==> src/hdl/utmc_pkg.sv <==
// Constants, register map and types for the UART transmit mode control block.
// Assumes a single 100 MHz clock and a synchronous active-high reset.
package utmc_pkg;

	// ==========================================================
	// Register addresses on the serial host port
	// ==========================================================
	localparam logic [7:0] ADDR_GEN3_WR = 8'h66;
	localparam logic [7:0] ADDR_GEN3_RD = 8'h67;
	localparam logic [7:0] ADDR_TXMODE_WR = 8'h64;
	localparam logic [7:0] ADDR_TXMODE_RD = 8'h65;

	// ==========================================================
	// Reset values
	// ==========================================================
	localparam logic [7:0] GEN3_RESET = 8'h0f;
	localparam logic [7:0] TXMODE_RESET = 8'h10;

	// ==========================================================
	// Field positions
	// ==========================================================
	localparam int TM_NOPRE = 0;
	localparam int TM_NOSTOP = 1;
	localparam int TM_PAUSE = 2;
	localparam int TM_QUEUE = 4;
	localparam int TM_PREAMBLES = 5;
	localparam int G3_KA_LSB = 0;
	localparam int G3_DOUT = 4;
	localparam int G3_UNLIM = 5;
	localparam int G3_AUTO = 6;
	localparam int G3_RSVD = 7;
	localparam logic [3:0] KA_DISABLED = 4'hf;

	// ==========================================================
	// Message length limits and serial frame size
	// ==========================================================
	localparam logic [7:0] LEN_DEFAULT = 8'h56;
	localparam logic [7:0] LEN_UNLIM = 8'hff;
	localparam logic [3:0] SPI_ADDR_BITS = 4'h8;
	localparam logic [3:0] SPI_LAST_BIT = 4'hf;

	// ==========================================================
	// Character kinds and transmitter states
	// ==========================================================
	localparam logic [1:0] KIND_DATA = 2'h0;
	localparam logic [1:0] KIND_PRE = 2'h1;
	localparam logic [1:0] KIND_STOP = 2'h2;

	typedef enum logic [3:0] {
		ST_IDLE = 4'h1,
		ST_PRE = 4'h2,
		ST_DATA = 4'h4,
		ST_STOP = 4'h8
	} utmc_state_t;

endpackage

==> src/hdl/utmc_buf_if.sv <==
// Valid/ready carrier between the transmit queue buffer and its user.
// Assumes both ends run on the same clock.
interface utmc_buf_if #(
	parameter int W = 9
);
	logic in_valid;
	logic [W-1:0] in_data;
	logic in_ready;
	logic out_valid;
	logic [W-1:0] out_data;
	logic out_ready;

	modport store (
		input in_valid,
		input in_data,
		output in_ready,
		output out_valid,
		output out_data,
		input out_ready
	);
	modport user (
		output in_valid,
		output in_data,
		input in_ready,
		input out_valid,
		input out_data,
		output out_ready
	);
endinterface

==> src/hdl/utmc_top.sv <==
// UART transmit mode control: serial register port, transmit framing,
// automatic queue reload and host data output drive.
// Assumes all inputs, including the serial clock, are synchronous to mclk.
module utmc_top
	import utmc_pkg::*;
#(
	parameter int DW = 8
) (
	input wire logic mclk,
	input wire logic rst,
	input wire logic chip_select_n,
	input wire logic sclk,
	input wire logic sdi,
	output logic sdo,
	output logic sdo_en_n,
	input wire logic q_valid,
	input wire logic [DW-1:0] q_data,
	input wire logic q_last,
	output logic q_ready,
	input wire logic rx_full,
	input wire logic preamble_rx,
	input wire logic proc_active,
	input wire logic keepalive_req,
	output logic next_queue_load_command,
	output logic keepalive_enable,
	output logic tx_char_valid,
	output logic [1:0] tx_char_kind,
	output logic [DW-1:0] tx_char,
	input wire logic tx_char_ready,
	output logic tx_busy,
	output logic tx_idle,
	output logic rx_store_en
);
	// Framing and the register port are built for 8-bit characters only.
	if (DW != 8) begin
		$error("utmc_top: only 8-bit characters are supported");
	end

	// ==========================================================
	// Serial register port
	// ==========================================================
	logic sclk_d, next_sclk_d;
	logic [3:0] bit_cnt, next_bit_cnt;
	logic [7:0] shift_in, next_shift_in;
	logic [7:0] shift_out, next_shift_out;
	logic [7:0] addr, next_addr;
	logic [7:0] gen3, next_gen3;
	logic [7:0] txmode, next_txmode;
	logic next_sdo, next_sdo_en_n;
	logic rise, fall;

	// Read data decode, shared by the shift loader.
	function automatic logic [7:0] read_value(input logic [7:0] a,
			input logic [7:0] g3, input logic [7:0] tm);
		if (a == ADDR_GEN3_RD) begin
			read_value = {1'b0, g3[6:0]};
		end else if (a == ADDR_TXMODE_RD) begin
			read_value = tm;
		end else begin
			read_value = 8'h00;
		end
	endfunction

	// Mode 0 framing: sample on rising, shift out on falling edges.
	always_comb begin
		next_sclk_d = sclk;
		rise = sclk && !sclk_d && !chip_select_n;
		fall = !sclk && sclk_d && !chip_select_n;
		next_bit_cnt = bit_cnt;
		next_shift_in = shift_in;
		next_shift_out = shift_out;
		next_addr = addr;
		next_gen3 = gen3;
		next_txmode = txmode;
		next_sdo = sdo;
		if (chip_select_n) begin
			next_bit_cnt = 4'h0;
			next_sdo = 1'b0;
		end else begin
			if (rise) begin
				next_shift_in = {shift_in[6:0], sdi};
				next_bit_cnt = bit_cnt + 4'h1;
				if (bit_cnt == SPI_ADDR_BITS - 4'h1) begin
					next_addr = {shift_in[6:0], sdi};
					next_shift_out = read_value({shift_in[6:0], sdi},
						gen3, txmode);
				end
				if (bit_cnt == SPI_LAST_BIT) begin
					if (addr == ADDR_GEN3_WR) begin
						// Reserved top bit is never stored.
						next_gen3 = {1'b0, shift_in[5:0], sdi};
					end else if (addr == ADDR_TXMODE_WR) begin
						next_txmode = {shift_in[6:0], sdi};
					end
				end
			end
			if (fall && bit_cnt >= SPI_ADDR_BITS) begin
				next_sdo = shift_out[7];
				next_shift_out = {shift_out[6:0], 1'b0};
			end
		end
		// Low enable means the pin is driven.
		next_sdo_en_n = !(gen3[G3_DOUT] || !chip_select_n);
	end

	always_ff @(posedge mclk) begin
		if (rst) begin
			sclk_d <= 1'b0;
			bit_cnt <= 4'h0;
			shift_in <= 8'h00;
			shift_out <= 8'h00;
			addr <= 8'h00;
			gen3 <= GEN3_RESET;
			txmode <= TXMODE_RESET;
			sdo <= 1'b0;
			sdo_en_n <= 1'b1;
		end else begin
			sclk_d <= next_sclk_d;
			bit_cnt <= next_bit_cnt;
			shift_in <= next_shift_in;
			shift_out <= next_shift_out;
			addr <= next_addr;
			gen3 <= next_gen3;
			txmode <= next_txmode;
			sdo <= next_sdo;
			sdo_en_n <= next_sdo_en_n;
		end
	end

	// ==========================================================
	// Queue buffer
	// ==========================================================
	utmc_buf_if #(.W(DW + 1)) qbus ();
	logic pop;

	utmc_buf #(.W(DW + 1)) u_buf (
		.mclk(mclk),
		.rst(rst),
		.bus(qbus.store)
	);

	assign qbus.in_valid = q_valid;
	assign qbus.in_data = {q_last, q_data};
	assign qbus.out_ready = pop;
	assign q_ready = qbus.in_ready;

	// ==========================================================
	// Automatic queue load and keep-alive enable
	// ==========================================================
	logic next_nql, next_ka_en;

	// Pulse follows the preamble by one cycle so it stays registered.
	always_comb begin
		next_nql = gen3[G3_AUTO] && preamble_rx && !proc_active;
		next_ka_en = gen3[G3_KA_LSB +: 4] != KA_DISABLED;
	end

	always_ff @(posedge mclk) begin
		if (rst) begin
			next_queue_load_command <= 1'b0;
			keepalive_enable <= 1'b0;
		end else begin
			next_queue_load_command <= next_nql;
			keepalive_enable <= next_ka_en;
		end
	end

	// ==========================================================
	// Transmit framing
	// ==========================================================
	utmc_state_t state, next_state;
	logic [7:0] len, next_len;
	logic frame_open, next_frame_open;
	logic discard, next_discard;
	logic next_valid, next_busy, next_idle, next_store;
	logic [1:0] next_kind;
	logic [DW-1:0] next_char;
	logic issue, can_issue, halt, last_in;
	logic [7:0] limit;

	// The hold bit gates every issue, so a character already handed to the
	// line completes while nothing new starts and status stays as it was.
	always_comb begin
		halt = txmode[TM_PAUSE];
		can_issue = !halt && (!tx_char_valid || tx_char_ready);
		limit = gen3[G3_UNLIM] ? LEN_UNLIM : LEN_DEFAULT;
		last_in = qbus.out_data[DW];
		next_state = state;
		next_len = len;
		next_frame_open = frame_open;
		next_discard = discard;
		next_busy = tx_busy;
		next_store = rx_store_en;
		issue = 1'b0;
		next_kind = tx_char_kind;
		next_char = tx_char;
		pop = 1'b0;
		unique case (state)
			ST_IDLE: begin
				if (discard && qbus.out_valid) begin
					// Bytes past the length cap are dropped to message end.
					pop = 1'b1;
					next_discard = !last_in;
				end else if (can_issue && txmode[TM_PREAMBLES]) begin
					issue = 1'b1;
					next_kind = KIND_PRE;
				end else if (can_issue && txmode[TM_QUEUE] && qbus.out_valid
						&& (!rx_full || gen3[G3_UNLIM])) begin
					next_busy = 1'b1;
					next_len = 8'h00;
					if (txmode[TM_NOPRE]) begin
						// Continuing an open frame keeps storing.
						next_store = frame_open;
						next_state = ST_DATA;
					end else begin
						next_store = 1'b1;
						next_frame_open = 1'b1;
						next_state = ST_PRE;
					end
				end else if (can_issue && keepalive_req && keepalive_enable) begin
					issue = 1'b1;
					next_kind = KIND_STOP;
				end
			end
			ST_PRE: begin
				if (can_issue) begin
					issue = 1'b1;
					next_kind = KIND_PRE;
					next_state = ST_DATA;
				end
			end
			ST_DATA: begin
				if (can_issue && qbus.out_valid) begin
					issue = 1'b1;
					pop = 1'b1;
					next_kind = KIND_DATA;
					next_char = qbus.out_data[DW-1:0];
					next_len = len + 8'h01;
					if (last_in || next_len == limit) begin
						// The end state decides on the stop character.
						next_discard = !last_in;
						next_state = ST_STOP;
					end
				end
			end
			ST_STOP: begin
				// Busy stays up until the last data character is taken, so
				// no data character is ever offered outside a message.
				if (can_issue) begin
					if (!txmode[TM_NOSTOP]) begin
						issue = 1'b1;
						next_kind = KIND_STOP;
						next_frame_open = 1'b0;
					end
					next_busy = 1'b0;
					next_state = ST_IDLE;
				end
			end
		endcase
		next_valid = issue || (tx_char_valid && !tx_char_ready);
		next_idle = !next_busy;
	end

	always_ff @(posedge mclk) begin
		if (rst) begin
			state <= ST_IDLE;
			len <= 8'h00;
			frame_open <= 1'b0;
			discard <= 1'b0;
			tx_char_valid <= 1'b0;
			tx_char_kind <= KIND_DATA;
			tx_char <= '0;
			tx_busy <= 1'b0;
			tx_idle <= 1'b1;
			rx_store_en <= 1'b0;
		end else begin
			state <= next_state;
			len <= next_len;
			frame_open <= next_frame_open;
			discard <= next_discard;
			tx_char_valid <= next_valid;
			tx_char_kind <= next_kind;
			tx_char <= next_char;
			tx_busy <= next_busy;
			tx_idle <= next_idle;
			rx_store_en <= next_store;
		end
	end
endmodule

==> src/hdl/utmc_buf.sv <==
// Two-entry buffer in the transmit queue data path.
// Assumes the user side pops only while out_valid is high.
module utmc_buf
	import utmc_pkg::*;
#(
	parameter int W = 9
) (
	input wire logic mclk,
	input wire logic rst,
	utmc_buf_if.store bus
);
	// ==========================================================
	// Storage
	// ==========================================================
	logic [W-1:0] mem [2];
	logic [W-1:0] next_mem [2];
	logic wr_ptr, next_wr_ptr;
	logic rd_ptr, next_rd_ptr;
	logic [1:0] count, next_count;
	logic not_full, next_not_full;
	logic push, pop;

	// A zero-width entry cannot carry the last-byte marker.
	if (W < 1) begin
		$error("utmc_buf: width must be at least one");
	end

	// Ready is registered so a stalled reader pushes back on the source.
	always_comb begin
		push = bus.in_valid && not_full;
		pop = bus.out_ready && (count != 2'h0);
		next_mem = mem;
		next_wr_ptr = wr_ptr;
		next_rd_ptr = rd_ptr;
		if (push) begin
			next_mem[wr_ptr] = bus.in_data;
			next_wr_ptr = ~wr_ptr;
		end
		if (pop) begin
			next_rd_ptr = ~rd_ptr;
		end
		next_count = count + {1'b0, push} - {1'b0, pop};
		next_not_full = (next_count != 2'h2);
	end

	always_ff @(posedge mclk) begin
		if (rst) begin
			mem[0] <= '0;
			mem[1] <= '0;
			wr_ptr <= 1'b0;
			rd_ptr <= 1'b0;
			count <= 2'h0;
			not_full <= 1'b1;
		end else begin
			mem <= next_mem;
			wr_ptr <= next_wr_ptr;
			rd_ptr <= next_rd_ptr;
			count <= next_count;
			not_full <= next_not_full;
		end
	end

	assign bus.in_ready = not_full;
	assign bus.out_valid = (count != 2'h0);
	assign bus.out_data = mem[rd_ptr];
endmodule

==> config.mk <==
export PLATFORM = sky130hd
export DESIGN_NAME = utmc_top
export DESIGN_NICKNAME = d
export VERILOG_FILES = /design/src/hdl/utmc_pkg.sv /design/src/hdl/utmc_buf_if.sv /design/src/hdl/utmc_top.sv /design/src/hdl/utmc_buf.sv
export SDC_FILE = /design/constraint.sdc
export NUM_CORES = 1
export LEC_CHECK = 0
export ABC_CLOCK_PERIOD_IN_PS = 3800
export BUFFER_PORTS_ARGS = -buffer_cell sky130_fd_sc_hd__buf_2
export CAP_MARGIN = 10
export CORE_UTILIZATION = 57
export DETAILED_ROUTE_END_ITERATION = 10
export PLACE_DENSITY = 0.77
export SYNTH_ARGS = -nofsm -noshare
export SYNTH_HDL_FRONTEND = slang
export SYNTH_SLANG_ARGS = --single-unit
==> constraint.sdc <==
create_clock -name mclk -period 3.8 [get_ports mclk]
set_input_delay 0 -clock mclk [delete_from_list [all_inputs] [get_ports mclk]]
set_output_delay 0 -clock mclk [all_outputs]
set_load 0.05 [all_outputs]
# Word level (Yosys, flattened, before mapping)
# Index checks and enable logic that the tools add are counted.
[classes]
magnitude_cmp = 4
n_reduce_logical = 54
eq_ne = 24
n_bitwise = 8
add_sub_neg = 4
mux = 62
[ops]
columns = ["cell", "n"]
rows = [
  ["$mux 8", 10],
  ["$mux 9", 4],
  ["$eq 8x7->1 const B", 4],
  ["$mux 4", 7],
  ["$mux 1", 22],
  ["$logic_and 1x1->1", 20],
  ["$ne 2x2->1 const B", 10],
  ["$bwmux 18", 1],
  ["$mux 2", 8],
  ["$pmux 4 s4", 1],
  ["$pmux 8 s2", 1],
  ["$reduce_and 7->1", 2],
  ["$reduce_and 4->1", 3],
  ["$logic_not 1->1", 11],
  ["$reduce_and 5->1", 2],
  ["$reduce_bool 2->1", 5],
  ["$demux 9 s1", 1],
  ["$add 8x1->8 const B", 1],
  ["$eq 4x3->1 const B", 2],
  ["$eq 4x4->1 const B", 2],
  ["$eq 8x8->1", 1],
  ["$pmux 1 s2", 4],
  ["$pmux 2 s4", 1],
  ["$ne 3x3->1 const B", 2],
  ["other kinds (18)", 31],
]
[word_totals]
wordCells = 183
register_bits = 98
out_inout_bits = 19
in_bits = 20

# Depth between registers and ports, before layout
[logic_depth]
word_depth = 11
mapped_depth = 11
depth_no_buf = 10

# Hierarchy
# From an unflattened synthesis, not the netlist that was laid out.
[unflattened]
cells_unflattened = 494
hier_area_um2 = 4478.0
[modules_own_cells]
columns = ["module", "cells_each", "seq_area_each_um2", "area_each_um2", "instances"]
rows = [
  ["utmc_top", 392, 1501.4, 3390.8, 1],
  ["utmc_buf", 102, 460.4, 1087.3, 1],
]

# Least setup slack after synthesis
# OpenSTA, ideal clock, no wires.
[synth_path]
path_type = "reg2reg"
start = "reg tx_char_valid"
end = "reg u_buf.not_full (netlist: u_buf.bus.in_ready)"
path_stages_with_launch = 11
slack_ns = 1.071
arrival_time_ns = 2.602
path_buffers = 0
required_ns = 3.673
synth_period_minus_slack_ns = 2.729
setup_time_ns = 0.127
path_cell_list = "dfxtp_1 -> nor2b_1 -> nor3_1 -> nand2_1 -> o21ai_0 -> ha_1 -> inv_1 -> ha_1 -> xor2_1 -> xnor2_1 -> or3_1"
[synth_between]
elab_chain_len = 9
[synth_rtl]
columns = ["element", "line_no", "text"]
rows = [
  ["start, declared", "utmc_top.sv:26", "output logic tx_char_valid,"],
  ["start signal, assigned", "utmc_top.sv:281", "tx_char_valid <= next_valid;"],
  ["$logic_not 1->1", "utmc_top.sv:185", "can_issue = !halt && (!tx_char_valid || tx_char_ready);"],
  ["$logic_or 1x1->1", "utmc_top.sv:185", ""],
  ["$logic_and 1x1->1", "utmc_top.sv:185", ""],
  ["$logic_and 1x1->1", "utmc_top.sv:233", "if (can_issue && qbus.out_valid) begin"],
  ["$mux 1", "utmc_top.sv:233", ""],
  ["$pmux 1 s2", "utmc_top.sv:198", "unique case (state)"],
  ["$logic_and 1x1->1", "utmc_buf.sv:31", "pop = bus.out_ready && (count != 2'h0);"],
  ["via u_buf.pop", "utmc_buf.sv:21", "logic push, pop;"],
  ["$sub 2x1->2", "utmc_buf.sv:42", "next_count = count + {1'b0, push} - {1'b0, pop};"],
  ["$ne 2x2->1", "utmc_buf.sv:43", "next_not_full = (next_count != 2'h2);"],
  ["end signal, assigned", "utmc_buf.sv:59", "not_full <= next_not_full;"],
  ["end, declared", "utmc_buf.sv:20", "logic not_full, next_not_full;"],
]
# The timed path passes the listed nets, and every way through them passes these cells.
# A chain may end at the register's enable or synchronous reset.

# Worst setup path in the final report
[layout_path]
start = "reg state[2]"
end = "reg u_buf.not_full (netlist: u_buf.bus.in_ready)"
[layout_between]
elab_chain_len = 5
[layout_rtl]
columns = ["element", "line_no", "text"]
rows = [
  ["start, declared", "utmc_top.sv:171", "utmc_state_t state, next_state;"],
  ["start signal, assigned", "utmc_top.sv:277", "state <= next_state;"],
  ["$eq 4x3->1 or $eq 4x1->1 (tied branches)", "utmc_top.sv:198", ""],
  ["$pmux 1 s2 *", "utmc_top.sv:198", ""],
  ["$logic_and 1x1->1 *", "utmc_buf.sv:31", ""],
  ["via u_buf.pop", "utmc_buf.sv:21", ""],
  ["$sub 2x1->2 *", "utmc_buf.sv:42", ""],
  ["$ne 2x2->1 *", "utmc_buf.sv:43", ""],
]
# Mark *: on every way through the listed nets, which the timed path passes. The rest lies on a longest branch.

==> out/results.tsv <==
stage	metric	value	unit
timing	Max-slew headroom	21.6	%
detailed_routing	DR pass1 iterations	4	
synth	Synth Area per Inst	8.64	um2
detailed_routing	Post-route DRC	0	
critical_path	Cell Chain, Critical Path	inv_1, nor4_1, nand2_1, o21ai_0, ha_1, inv_1, ha_1, xor2_1, xnor2_1, or3_1	
timing	Final setup violation count	0	
synth	Synth Warn #	0	
synth	Gate Count Post-Synth	500	
die	Die ar.	7930	um2
synth	Main synth FF type	dfxtp_1	
cts	H-tree Lvls	3	
cells_and_area	fraction of layout instances using a drive strength above 1	13.5	%
pwr	pwr dens	454	nW/um2
synth	EDFF count, synth	0	
synth	post-synthesis mux area share	8.26	%
synth	post-synthesis sequential area ratio	45.4	%
synth	Synth cell types	59	
critical_path	CP top delay family	simple AND/OR/NAND/NOR gates	
synth	Synth area leader	dfxtp_1	
synth	asr flop ratio synth	0	%
die	die height	89.0	um
critical_path	Critical Path RT	4.04	ns
cts	post_cts resized	0	
detailed_routing	initial DRC count	216	
cells_and_area	diodes inserted	0	
timing	final-report max-slew violation count	0	
timing	Worst Hold Margin	0.224	ns
timing	Fin. Hold Viols	0	
critical_path	Setup crit end	u_buf.bus.in_ready$_SDFF_PP1_	
pwr	Peak VDD IR	0.000260	V
cts	CTS tree	done	
detailed_routing	Routed WL per cell	14.6	um
critical_path	crit-path max FO	7	
critical_path	RR Startpoint	state[2]$_SDFFE_PP0P_	
cells_and_area	post-route insts no fill	646	
timing	Slew @ Worst Pin	1.16	ns
cells_and_area	Nets	567	
critical_path	Crit. End Element	register	
global_route	global route overflow	0	
synth	post-synthesis adder-cell area fraction	1.45	%
critical_path	Startpoint Class	register	
cells_and_area	FF+latch area	1960	um2
die	Rows	31	
cells_and_area	# fillers	660	
critical_path	Buf/Inv on CP	2	
timing	clk_skew	0.0132	ns
synth	largest family of logic cells by synthesized area	simple AND/OR/NAND/NOR gates	
timing	RSZ-0062 raised after global routing	no	
pwr	Leak	0.00181	uW
timing	max frequency	340	MHz
cts	clock sink count	98	
outcome	outcome	finished, final reports clean	
cells_and_area	most common cell after layout, fill and taps aside	dfxtp_1	
die	io pins	39	
global_route	first-pass GRT wire length	15100	um
cts	CTS Buf Count	9	
synth	post-synth top area share	45.4	%
global_route	largest net degree at the start of global routing	55	
detailed_routing	Final ANT Viol Nets	0	
die	starting density of the core	59.2	%
synth	Synth Area in Compound Gates	15.0	%
critical_path	R2R setup slack	0.85	ns
cells_and_area	area of the multi-input gates	2180	um2
synth	Post-Syn Nets	525	
critical_path	Data arrival, critical path	3.18	ns
cts	Clock Tree Root	clkbuf_8	
critical_path	Critical path origin	state[2]$_SDFFE_PP0P_	
critical_path	FF-to-FF End	u_buf.bus.in_ready$_SDFF_PP1_	
synth	Yosys reg bits	98	
global_route	gr usage total	24.5	%
detailed_routing	vias per cell	5.70	
global_route	number of antenna violations at the first check in global routing	0	
detailed_routing	DR vias	3680	
critical_path	reg2reg path depth	10	
synth	Synth Area in XOR/XNOR	2.03	%
die	core area	7290	um2
cts	Worst-Skew Late Latency	0.36	ns
global_route	vias in the first global route	3200	
timing	period utilization	77.5	%
cells_and_area	commonest cells after routing, fill and taps aside	dfxtp_1 (98), nand2_1 (81), nor2_1 (57)	
detailed_routing	wirelength, routed	9410	um
cts	largest buffer count on any clock path	2	
critical_path	Worst path slowest cell	nor4_1	
synth	Synth area leaders	dfxtp_1 (45%), nand2_1 (7.0%), mux2i_1 (7.0%)	
timing	setup TNS	0	ns
synth	Synth Area in Simple Gates	23.6	%
timing	minimum clock period	2.95	ns
placement	dpl cells	615	
cts	clock slew at reported path FFs	0.10	ns
placement	global placement routability congestion	0.922	
cells_and_area	Core Util, Final	66.6	%
hold_path	Hold Path Class	input port to register	
die	die width	89.0	um
synth	synthesized cell area	4320	um2
cells_and_area	synthesis-to-layout area growth	12.5	%
job	maxcap violations	0	
critical_path	CP max stage delay	0.58	ns
critical_path	stages on the worst setup path	10	
placement	DP HPWL	6230	um
pwr	total design power	2210	uW
critical_path	crit path kind	register to register	
placement	IO Port Bufs	38	
[power by group]
part	internal (uW)	switching (uW)
Sequential	1080	59.4
Combinational	150	283
Clock	247	381
[area by class of cell]
| class | instances | area share, % |
|---|---|---|
| sequential | 98 | 40.4 |
| multi-input combinational | 362 | 44.8 |
| inverter | 15 | 1.16 |
| clock buffer | 10 | 2.63 |
| tap | 99 | 2.55 |
| clock inverter | 6 | 1.00 |
| timing repair buffer | 56 | 7.47 |
[timing repair]
action | in CTS | in global routing
hold buffers | 15 | 0
buffers inserted | 0 | 0
hold endpoints to repair | 30 | 0
[metrics by stage]
stage	area (um2)	worst slack [ns]
floorplan	4320	1.07
global placement	4530	1.13
detailed placement	4530	0.919
CTS	4860	0.896
global route	4860	0.599
finish	4860	0.855
[cell usage after synthesis (all sizes together), types with 2 or more instances]
library cell   n
nor4b          2
nor2b          4
and3           3
or4            2
buf           10
ha             5
nand3b         5
a211oi        12
nor4           4
a21oi         43
o41ai          2
o211ai         3
nor3          14
o21ai         16
inv           14
or2            5
nor4bb         2
nand4          2
xor2           4
nor2          57
nand2         82
a211o          2
o31a           3
nand3         11
a221oi         2
clkbuf        15
dfxtp         98
mux2i         30
o31ai          2
nor3b          3
nand2b         2
and2           2
a311oi         2
mux2           5
xnor2          6
a31oi          6
or3            6
a41oi          3
[layer usage]
layer | GRT usage [%] | share of wire, % | vias up
li1 | - | - | 1835
met1 | 34.8 | 48 | 1740
met2 | 38.4 | 47 | 90
met3 | 4.06 | 3.7 | 15
met4 | 7.22 | 1.3 | 0
met5 | 0 | 0 | -
[cell families (layout without fill, tap and decap cells)]
group | count (synthesis) | in the layout
buf+inv | 40 | 87
mux | 35 | 35
fa+ha+maj | 5 | 5
flops | 98 | 98
compound gates | 102 | 102
simple gates | 210 | 210
xor+xnor | 10 | 10
[worst min-delay path, stage by stage]
cell     delay [ns]
buf_2          0.08
nor2b_1        0.12
o31a_1         0.33
[how the worst min path moves through the flow]
stage                     cells past startpoint  slack, ns                            endpoint           from
after floorplan                               1       0.08  next_queue_load_command$_SDFF_PP0_    proc_active
after global placement                        2       0.19  next_queue_load_command$_SDFF_PP0_    proc_active
after detailed placement                      2       0.19  next_queue_load_command$_SDFF_PP0_    proc_active
after CTS                                     3       0.20            tx_char_valid$_SDFF_PP0_  tx_char_ready
after global routing                          3       0.22            tx_char_valid$_SDFF_PP0_  tx_char_ready
final                                         3       0.22            tx_char_valid$_SDFF_PP0_  tx_char_ready
[flip-flops by register name, summed over array words and instances, names as in the netlist, 4 cells and up]
signal,flops
txmode,8
bit_cnt,4
state,4
tx_char,8
shift_in,7
u_buf.mem,18
shift_out,8
addr,8
gen3,7
len,8
(Power assumes the default switching activity.)
